--- config.mk ---
export PLATFORM = sky130hd
export DESIGN_NAME = rotate_repeat_store_ops
export DESIGN_NICKNAME = d
export VERILOG_FILES = /design/src/inc/rrs_pkg.sv /design/src/core/rotate_repeat_store_ops.sv
export SDC_FILE = /design/constraint.sdc
export NUM_CORES = 2
export LEC_CHECK = 0
export BUFFER_PORTS_ARGS = -buffer_cell sky130_fd_sc_hd__buf_4
export CORE_MARGIN = 2
export CORE_UTILIZATION = 30
export DETAILED_ROUTE_END_ITERATION = 12
export GPL_TIMING_DRIVEN = 0
export PLACE_DENSITY = 0.51
export SLEW_MARGIN = 20
export SYNTH_ARGS = -nofsm -noshare
export SYNTH_HDL_FRONTEND = slang
export SYNTH_SLANG_ARGS = --single-unit
--- constraint.sdc ---
create_clock -name core_clk_in -period 18.5 [get_ports core_clk_in]
set_input_delay 2.775 -clock core_clk_in [delete_from_list [all_inputs] [get_ports core_clk_in]]
set_output_delay 2.775 -clock core_clk_in [all_outputs]
set_load 0.005 [all_outputs]
--- src/inc/rrs_pkg.sv ---
package rrs_pkg;

    // APB register byte addresses.
    localparam logic [7:0] ADDR_CMD    = 8'h00;
    localparam logic [7:0] ADDR_ACC    = 8'h04;
    localparam logic [7:0] ADDR_STAT   = 8'h08;
    localparam logic [7:0] ADDR_REPEAT_COUNTER   = 8'h0C;
    localparam logic [7:0] ADDR_ARP    = 8'h10;
    localparam logic [7:0] ADDR_MEMCFG = 8'h14;
    localparam logic [7:0] ADDR_WAIT   = 8'h18;
    localparam logic [7:0] ADDR_MADDR  = 8'h1C;
    localparam logic [7:0] ADDR_MDATA  = 8'h20;
    localparam logic [7:0] ADDR_AR0    = 8'h40;
    localparam logic [7:0] ADDR_DPAGE  = 8'h24;
    localparam logic [7:0] ADDR_OPND   = 8'h28;

    // Instruction word opcode fields.
    localparam logic [15:0] OPC_ROR      = 16'hBE01;
    localparam logic [7:0]  OPC_RPT_MEM  = 8'h0B;
    localparam logic [7:0]  OPC_RPT_IMM  = 8'hBB;
    localparam logic [4:0]  OPC_STORE_ACC_HIGH_OP     = 5'h13;
    localparam logic [4:0]  OPC_STORE_ACC_LOW_OP     = 5'h12;
    localparam logic [4:0]  OPC_SAR      = 5'h10;
    localparam logic [7:0]  OPC_AUX_SUB_IMM_OP     = 8'h7C;
    localparam int          IND_BIT      = 7;

    // Memory placement codes.
    localparam logic [1:0] LOC_DUAL_ACCESS_RAM = 2'h0;
    localparam logic [1:0] LOC_SINGLE_ACCESS_RAM = 2'h1;
    localparam logic [1:0] LOC_EXT   = 2'h2;
    localparam logic [1:0] LOC_ROM   = 2'h3;

    localparam logic [31:0] ACC_RESET  = 32'h0000_0000;
    localparam logic [15:0] REPEAT_COUNTER_RESET = 16'h0000;
    localparam logic [7:0]  WAIT_RESET = 8'h00;

    typedef struct packed {
        logic [1:0] prog_loc;
        logic [1:0] opnd_loc;
        logic       same_block;
    } mem_cfg_t;

    typedef enum logic [2:0] {
        ST_IDLE = 3'b001,
        ST_BUSY = 3'b010,
        ST_DONE = 3'b100
    } exec_state_t;

endpackage : rrs_pkg

--- src/core/rotate_repeat_store_ops.sv ---
// The placing of the registers and the APB register port were decided locally.
`timescale 1ns/1ns
module rotate_repeat_store_ops
    import rrs_pkg::*;
#(
    parameter int AR_COUNT = 8
) (
    input  wire logic        core_clk_in,   // CPU clock
    input  wire logic        rstn_in,       // Asynchronous reset, active low
    input  wire logic        psel_in,       // APB select
    input  wire logic        penable_in,    // APB enable
    input  wire logic        pwrite_in,     // APB direction
    input  wire logic [7:0]  paddr_in,      // APB byte address
    input  wire logic [31:0] pwdata_in,     // APB write data
    output logic      [31:0] prdata_out,    // APB read data
    output logic             pready_out,    // APB ready
    output logic             pslverr_out,   // APB error on unmapped address
    output logic             sxm_out        // Sign extension mode, unused here
);

    if (AR_COUNT != 8) begin : g_bad_ar_count
        $error("AR_COUNT must be 8");
    end

    logic [31:0]     acc;
    logic            carry;
    logic [15:0]     repeat_counter;
    logic            rpt_armed;
    logic [2:0]      aux_pointer;
    logic [15:0]     ar [8];
    mem_cfg_t        cfg;
    logic [7:0]      wait_d;
    logic [7:0]      wait_p;
    logic [8:0]      dpage;
    logic [15:0]     opnd;
    logic [15:0]     mem_addr;
    logic [15:0]     mem_data;
    logic            mem_we;
    logic [15:0]     instr;
    exec_state_t     state;
    logic [15:0]     cyc_left;
    logic [15:0]     cyc_total;
    logic            sign_ext_mode_bit;
    logic [15:0]     ror_left;

    wire apb_wr = psel_in && penable_in && pwrite_in;
    wire apb_rd = psel_in && penable_in && !pwrite_in;
    wire cmd_go = apb_wr && (paddr_in == ADDR_CMD) && (state == ST_IDLE);
    wire [15:0] cmd = pwdata_in[15:0];

    function automatic logic [31:0] out_shift(input logic [31:0] a, input logic [2:0] s);
        out_shift = a << s;
    endfunction : out_shift

    // Effective address: direct uses page and seven-bit offset, else current aux.
    function automatic logic [15:0] eff_addr(input logic [15:0] w, input logic [8:0] dp,
                                             input logic [15:0] cur);
        if (w[IND_BIT]) begin
            eff_addr = cur;
        end else begin
            eff_addr = {dp, w[6:0]};
        end
    endfunction : eff_addr

    function automatic logic [15:0] ar_modify(input logic [15:0] v, input logic [2:0] aru,
                                              input logic [15:0] ar0);
        case (aru)
            3'h1: ar_modify = v - 16'h0001;
            3'h2: ar_modify = v + 16'h0001;
            3'h5: ar_modify = v - ar0;
            3'h6: ar_modify = v + ar0;
            default: ar_modify = v;
        endcase
    endfunction : ar_modify

    // Store cycle count for one pass, or all passes when repeated.
    function automatic logic [15:0] store_cycles(input mem_cfg_t c, input logic [15:0] n,
                                                 input logic rep, input logic [7:0] d,
                                                 input logic [7:0] p);
        logic [15:0] k;
        k = rep ? n : 16'h0001;
        if (c.opnd_loc == LOC_EXT) begin
            if (c.prog_loc == LOC_EXT) begin
                store_cycles = 16'(2 * k) + 16'h0002 + 16'(k * d) + 16'(p);
            end else begin
                store_cycles = 16'(2 * k) + 16'(k * d);
            end
        end else if (c.prog_loc == LOC_EXT) begin
            store_cycles = k + 16'(p);
        end else if (c.same_block && c.opnd_loc == LOC_SINGLE_ACCESS_RAM && c.prog_loc == LOC_SINGLE_ACCESS_RAM) begin
            store_cycles = rep ? k + 16'h0002 : 16'h0002;
        end else begin
            store_cycles = k;
        end
    endfunction : store_cycles

    wire ext_p = (cfg.prog_loc == LOC_EXT);
    wire ext_d = (cfg.opnd_loc == LOC_EXT);
    wire is_ror  = (cmd == OPC_ROR);
    wire is_rptm = (cmd[15:8] == OPC_RPT_MEM);
    wire is_rpti = (cmd[15:8] == OPC_RPT_IMM);
    wire is_store_acc_high_op = (cmd[15:11] == OPC_STORE_ACC_HIGH_OP);
    wire is_store_acc_low_op = (cmd[15:11] == OPC_STORE_ACC_LOW_OP);
    wire is_sar  = (cmd[15:11] == OPC_SAR);
    wire is_aux_sub_imm_op = (cmd[15:8] == OPC_AUX_SUB_IMM_OP);
    wire [15:0] reps = repeat_counter + 16'h0001;
    wire [15:0] cur_ar = ar[aux_pointer];
    wire [31:0] shifted = out_shift(acc, cmd[10:8]);
    wire same_sa = cfg.same_block && (cfg.opnd_loc == LOC_SINGLE_ACCESS_RAM) && (cfg.prog_loc == LOC_SINGLE_ACCESS_RAM);

    always_comb begin
        cyc_total = 16'h0001;
        if (is_ror) begin
            cyc_total = (rpt_armed ? reps : 16'h0001) + (ext_p ? 16'(wait_p) : 16'h0000);
        end else if (is_rptm) begin
            if (ext_d && ext_p) begin
                cyc_total = 16'h0002 + 16'(wait_d) + 16'(wait_p);
            end else if (ext_d) begin
                cyc_total = 16'h0001 + 16'(wait_d);
            end else if (ext_p) begin
                cyc_total = 16'h0001 + 16'(wait_p);
            end else if (same_sa) begin
                cyc_total = 16'h0002;
            end else begin
                cyc_total = 16'h0001;
            end
        end else if (is_rpti || is_aux_sub_imm_op) begin
            cyc_total = 16'h0001 + (ext_p ? 16'(wait_p) : 16'h0000);
        end else if (is_store_acc_high_op || is_store_acc_low_op || is_sar) begin
            cyc_total = store_cycles(cfg, reps, rpt_armed, wait_d, wait_p);
        end
    end

    // Execution timing: the instruction completes when its cycle count runs out.
    always_ff @(posedge core_clk_in or negedge rstn_in) begin
        if (!rstn_in) begin
            state    <= ST_IDLE;
            cyc_left <= 16'h0000;
            instr    <= 16'h0000;
        end else begin
            case (state)
                ST_IDLE: begin
                    if (cmd_go) begin
                        instr    <= cmd;
                        cyc_left <= cyc_total - 16'h0001;
                        state    <= (cyc_total == 16'h0001) ? ST_DONE : ST_BUSY;
                    end
                end
                ST_BUSY: begin
                    cyc_left <= cyc_left - 16'h0001;
                    if (cyc_left == 16'h0001) begin
                        state <= ST_DONE;
                    end
                end
                ST_DONE: state <= ST_IDLE;
                default: state <= ST_IDLE;
            endcase
        end
    end

    // Accumulator and carry; stores never touch them.
    // A repeated rotate turns once more per cycle while its copy of the counter runs down;
    // except when the counter plus the external program wait states exceeds 16'hFFFF, the cycle count covers these turns and bus writes cannot interleave.
    always_ff @(posedge core_clk_in or negedge rstn_in) begin
        if (!rstn_in) begin
            acc      <= ACC_RESET;
            carry    <= 1'b0;
            ror_left <= 16'h0000;
        end else if (apb_wr && paddr_in == ADDR_ACC && state == ST_IDLE) begin
            acc <= pwdata_in;
        end else if (apb_wr && paddr_in == ADDR_STAT && state == ST_IDLE) begin
            carry <= pwdata_in[0];
        end else if (cmd_go && is_ror) begin
            acc      <= {carry, acc[31:1]};
            carry    <= acc[0];
            ror_left <= rpt_armed ? repeat_counter : 16'h0000;
        end else if (ror_left != 16'h0000) begin
            acc      <= {carry, acc[31:1]};
            carry    <= acc[0];
            ror_left <= ror_left - 16'h0001;
        end
    end

    // Repeat counter: loaded by repeat, consumed by the next instruction.
    always_ff @(posedge core_clk_in or negedge rstn_in) begin
        if (!rstn_in) begin
            repeat_counter      <= REPEAT_COUNTER_RESET;
            rpt_armed <= 1'b0;
        end else if (cmd_go && is_rptm) begin
            repeat_counter      <= opnd;
            rpt_armed <= 1'b1;
        end else if (cmd_go && is_rpti) begin
            repeat_counter      <= {8'h00, cmd[7:0]};
            rpt_armed <= 1'b1;
        end else if (cmd_go) begin
            repeat_counter      <= REPEAT_COUNTER_RESET;
            rpt_armed <= 1'b0;
        end
    end

    // Auxiliary registers, pointer and arithmetic unit.
    always_ff @(posedge core_clk_in or negedge rstn_in) begin
        if (!rstn_in) begin
            aux_pointer <= 3'h0;
            for (int i = 0; i < 8; i++) begin
                ar[i] <= 16'h0000;
            end
        end else if (apb_wr && paddr_in[7:5] == ADDR_AR0[7:5] && state == ST_IDLE) begin
            ar[paddr_in[4:2]] <= pwdata_in[15:0];
        end else if (apb_wr && paddr_in == ADDR_ARP && state == ST_IDLE) begin
            aux_pointer <= pwdata_in[2:0];
        end else if (cmd_go && is_aux_sub_imm_op) begin
            ar[aux_pointer] <= cur_ar - {8'h00, cmd[7:0]};
        end else if (cmd_go && cmd[IND_BIT] && (is_store_acc_high_op || is_store_acc_low_op || is_sar || is_rptm)) begin
            ar[aux_pointer] <= ar_modify(cur_ar, cmd[6:4], ar[0]);
            if (cmd[3]) begin
                aux_pointer <= cmd[2:0];
            end
        end
    end

    // Data-memory write port image, taken before any aux modification.
    always_ff @(posedge core_clk_in or negedge rstn_in) begin
        if (!rstn_in) begin
            mem_addr <= 16'h0000;
            mem_data <= 16'h0000;
            mem_we   <= 1'b0;
        end else if (cmd_go && (is_store_acc_high_op || is_store_acc_low_op || is_sar)) begin
            mem_addr <= eff_addr(cmd, dpage, cur_ar);
            mem_we   <= 1'b1;
            if (is_store_acc_high_op) begin
                mem_data <= shifted[31:16];
            end else if (is_store_acc_low_op) begin
                mem_data <= shifted[15:0];
            end else begin
                mem_data <= ar[cmd[10:8]];
            end
        end else if (cmd_go) begin
            mem_we <= 1'b0;
        end
    end

    // Configuration registers.
    always_ff @(posedge core_clk_in or negedge rstn_in) begin
        if (!rstn_in) begin
            cfg    <= '0;
            wait_d <= WAIT_RESET;
            wait_p <= WAIT_RESET;
            dpage  <= 9'h000;
            opnd   <= 16'h0000;
            sign_ext_mode_bit    <= 1'b0;
        end else if (apb_wr && state == ST_IDLE) begin
            if (paddr_in == ADDR_MEMCFG) begin
                cfg <= pwdata_in[4:0];
            end else if (paddr_in == ADDR_WAIT) begin
                wait_d <= pwdata_in[7:0];
                wait_p <= pwdata_in[15:8];
            end else if (paddr_in == ADDR_DPAGE) begin
                dpage <= pwdata_in[8:0];
            end else if (paddr_in == ADDR_OPND) begin
                opnd <= pwdata_in[15:0];
            end else if (paddr_in == ADDR_STAT) begin
                sign_ext_mode_bit <= pwdata_in[1];
            end
        end
    end

    assign sxm_out = sign_ext_mode_bit;

    wire mapped = (paddr_in == ADDR_CMD) || (paddr_in == ADDR_ACC) || (paddr_in == ADDR_STAT)
               || (paddr_in == ADDR_REPEAT_COUNTER) || (paddr_in == ADDR_ARP) || (paddr_in == ADDR_MEMCFG)
               || (paddr_in == ADDR_WAIT) || (paddr_in == ADDR_MADDR)
               || (paddr_in == ADDR_MDATA) || (paddr_in == ADDR_DPAGE)
               || (paddr_in == ADDR_OPND) || (paddr_in[7:5] == ADDR_AR0[7:5]);

    assign pready_out  = 1'b1;
    assign pslverr_out = psel_in && penable_in && !mapped;

    always_ff @(posedge core_clk_in or negedge rstn_in) begin
        if (!rstn_in) begin
            prdata_out <= 32'h0000_0000;
        end else if (psel_in && !penable_in && !pwrite_in) begin
            if (paddr_in == ADDR_CMD) begin
                prdata_out <= {13'h0000, state, instr};
            end else if (paddr_in == ADDR_ACC) begin
                prdata_out <= acc;
            end else if (paddr_in == ADDR_STAT) begin
                prdata_out <= {28'h0000000, rpt_armed, state == ST_IDLE, sign_ext_mode_bit, carry};
            end else if (paddr_in == ADDR_REPEAT_COUNTER) begin
                prdata_out <= {16'h0000, repeat_counter};
            end else if (paddr_in == ADDR_ARP) begin
                prdata_out <= {29'h00000000, aux_pointer};
            end else if (paddr_in == ADDR_MEMCFG) begin
                prdata_out <= {27'h0000000, cfg};
            end else if (paddr_in == ADDR_WAIT) begin
                prdata_out <= {16'h0000, wait_p, wait_d};
            end else if (paddr_in == ADDR_MADDR) begin
                prdata_out <= {15'h0000, mem_we, mem_addr};
            end else if (paddr_in == ADDR_MDATA) begin
                prdata_out <= {16'h0000, mem_data};
            end else if (paddr_in == ADDR_DPAGE) begin
                prdata_out <= {23'h000000, dpage};
            end else if (paddr_in == ADDR_OPND) begin
                prdata_out <= {16'h0000, opnd};
            end else if (paddr_in[7:5] == ADDR_AR0[7:5]) begin
                prdata_out <= {16'h0000, ar[paddr_in[4:2]]};
            end else begin
                prdata_out <= 32'h0000_0000;
            end
        end
    end
endmodule : rotate_repeat_store_ops

==> results.tsv <==
stage	metric	value	unit
detailed_routing	routed_via_density	6.05	
synth	async_flop_share	1.00	
synth	synth.area.top_cells	dfrtp_1 29%, mux4_2 6.6%, o21ai_0 5.9%	
critical_path	regToRegSetupSlack	8.63	ns
floorplanning	die_w	320	µm
critical_path	crit_path_end_kind	flip-flop	
synth	synth.most_common_cell	nand2_1	
outcome	status	completed	
layout	fin_util	0.339	
sta	period_share	0.533	
layout	fillerInstances	10500	
critical_path	worst_setup_path_start_kind	flip-flop	
pwr	power_per_cell_area	60.5	nW/µm²
floorplanning	die_area	103000	µm²
clocking	post-cts-setup-buffers	0	
critical_path	critPathKind	reg2reg	
detailed_routing	wl_per_cell	29.1	µm
clocking	cts_buffers	43	
clocking	holdBufCountCts	0	
detailed_routing	drt-initial-drc-count	3602	
job	cap_violations	0	
clocking	cts-root-buf	clkbuf_16	
sta	tns	0	ns
detailed_routing	vias	29800	
global_route	grt_usage	0.274	
synth	avgSynthCellArea	8.67	µm²
detailed_routing	dr.pass1.iters	6	
floorplanning	dieHeight	320	µm
sta	finalCriticalPeriod	9.87	ns
synth	ys_ff_latch	344	
sta	fmax	0.101	GHz
critical_path	r2r_start	rpt_armed	
critical_path	crit_buf_inv	8	
floorplanning	start_util	0.301	
place	place_congestion	1.00	
hold_path	hold_depth	2	
clocking	cts.sinks	344	
synth	synth_top_area_cell	dfrtp_1	
sta	slew_viol_final	0	
critical_path	crit_path_max_fanout	10	
layout	drive_gt1_frac	0.102	
layout	ff_latch_area	8610	µm²
clocking	path_clk_slew	0.06	ns
critical_path	crit_family	compound AO/OA/AOI/OAI gates	
critical_path	cp-startpoint	rpt_armed	
sta	tightest_slew	1.28	ns
place	port_buffers	69	
synth	netlist.area_leader.share	0.286	
clocking	clk_latency	0.63	ns
synth	yosysWarnings	0	
sta	worst_slack	8.63	ns
clocking	h-tree-depth	2	
sta	finalHoldViolCount	0	
place	dp_slack	8.66	ns
global_route	grt_max_degree	86	
detailed_routing	drtAntennaViolNets	0	
sta	finClkSkew	0.0550	ns
place	dpl.hpwl	110000	µm
critical_path	max_stage_delay	0.70	ns
sta	max_slew_margin	0.148	
clocking	cts_tree	done	
critical_path	cpMostUsedCell	inv_1	
synth	syn_nets	3707	
critical_path	cp_slowest_cell	clkbuf_1	
layout	multi_input_area	19900	µm²
pwr	total_leakage_power	14.2	nW
hold_path	worst_hold_path_type	reg2reg	
synth	synth_edf_count	0	
layout	nNetsFinal	3830	
critical_path	cp_num_cells	35	
global_route	grt_pass1_wl	206000	µm
critical_path	crit_required	18.99	ns
floorplanning	io_pins	80	
critical_path	endpoint	state[1]	
clocking	ctsResizeCount	0	
critical_path	cp.arrival	10.36	ns
sta	rsz0062_at_grt	no	
sta	setup_viol	0	
detailed_routing	drc_errors	0	
floorplanning	core_area	99700	µm²
pwr	ir_worst_vdd	0.0634	mV
synth	synth_area	30000	µm²
layout	syn2layout_area_growth	12.6	%
pwr	total_power	2.05	mW
detailed_routing	routed_wl	143000	µm
critical_path	reg2regPathDepth	35	
synth	synth_common_cells	425 x nand2_1, 355 x o21ai_0, 343 x dfrtp_1, 251 x nor2_1, 204 x clkbuf_1	
synth	syn_inst	3466	
global_route	grt_pass1_vias	28500	
synth	ys_seq_area_frac	0.287	
critical_path	r2r-end	state[1]	
floorplanning	rows	116	
synth	ys_types	103	
clocking	cts_buffer_depth	3	
global_route	antenna_found_initial	5	
synth	synthFlopType	dfrtp_1	
global_route	grt_overflow_total	0	
placed cells by master (no fill, tap or decap), types with 23 or more instances in the layout:
cell type and count:
xor2_1 53, nor2_1 251, nand2b_1 23, xnor2_1 76
clkbuf_16 43, clkbuf_1 206, a221oi_1 42, nand2_1 425
dfrtp_1 343, a31oi_1 40, fa_1 79, nor3_1 43
buf_1 26, ha_1 117, a21o_1 27, inv_1 140
nand3_1 79, mux2_2 39, and3_1 28, o21a_1 26
a21oi_1 161, o211ai_1 34, buf_4 74, mux2i_1 105
and2_1 75, a211oi_1 32, o21ai_0 355, a22oi_1 110
mux4_2 88, a221o_1 29, nor2b_1 24
metal layers:
| metal | part of all wire | global-route usage | vias up |
|---|---|---|---|
| li1 | - | - | 13000 |
| met3 | 0.083 | 0.0525 | 406 |
| met4 | 0.068 | 0.163 | 4 |
| met2 | 0.45 | 0.430 | 1533 |
| met5 | 0.00038 | 0 | - |
| met1 | 0.40 | 0.351 | 14800 |
per-stage QoR:
stage	cells	hold slack (ns)	cell area (µm²)
floorplan	3466	0.444	30000
global placement	4833	0.458	32200
detailed placement	4840	0.461	32400
CTS	4916	0.474	33800
global route	4919	0.496	33800
finish	4922	0.470	33800
layout make-up:
type                       count  share of cell area
sequential                   344               0.255
clock inverter                17             0.00514
antenna                        4            0.000296
inverter                     147              0.0163
tap                         1298              0.0480
clock buffer                  59              0.0368
timing repair buffer          78              0.0198
buffer                       257              0.0303
multi-input combinational   2718               0.589
registers in the layout, indices dropped and copies added, names as in the netlist, 3 cells and up:
| register | flops |
|---|---|
| aux_pointer | 3 |
| dpage | 9 |
| mem_data | 16 |
| cfg | 5 |
| wait_p | 8 |
| prdata_out | 32 |
| instr | 16 |
| ror_left | 16 |
| ar | 128 |
| wait_d | 8 |
| mem_addr | 16 |
| state | 3 |
| cyc_left | 16 |
| repeat_counter | 16 |
| acc | 32 |
| opnd | 16 |
worst reg2reg max path: cells and delay by family (launching register included):
| kind | cells | cell delay, ns |
|---|---|---|
| DFF | 1 | 0.43 |
| adders and majority gates | 6 | 2.15 |
| buffers and inverters | 8 | 2.55 |
| xor gates and xnor gates | 1 | 0.25 |
| muxes | 1 | 0.29 |
| and+or+nand+nor | 8 | 1.08 |
| AOI/OAI and AO/OA | 11 | 3.04 |
cells by family after synthesis:
family,after synthesis,synth area share
and+or+nand+nor,1103,0.175
AOI/OAI and AO/OA,1051,0.228
buffers and inverters,404,0.0523
DFF,344,0.287
muxes,233,0.116
adders and majority gates,196,0.101
xor gates and xnor gates,134,0.0407
other,1,0.000125
power breakdown:
part	switching, mW	internal, mW	leakage, nW
combinational	0.236	0.122	8.80
clock	0.376	0.501	0.691
sequential	0.0331	0.780	4.67
total	0.645	1.40	14.2
worst min path at each step:
stage / from / endpoint / slack, ns
floorplan: mem_addr[3] / mem_addr[3] / 0.44
global placement: prdata_out[30] / prdata_out[30] / 0.46
detailed placement: prdata_out[22] / prdata_out[22] / 0.46
CTS: prdata_out[22] / prdata_out[22] / 0.47
global route: prdata_out[21] / prdata_out[21] / 0.50
finish: prdata_out[21] / prdata_out[21] / 0.47
Power figures use the tool's default switching activity.
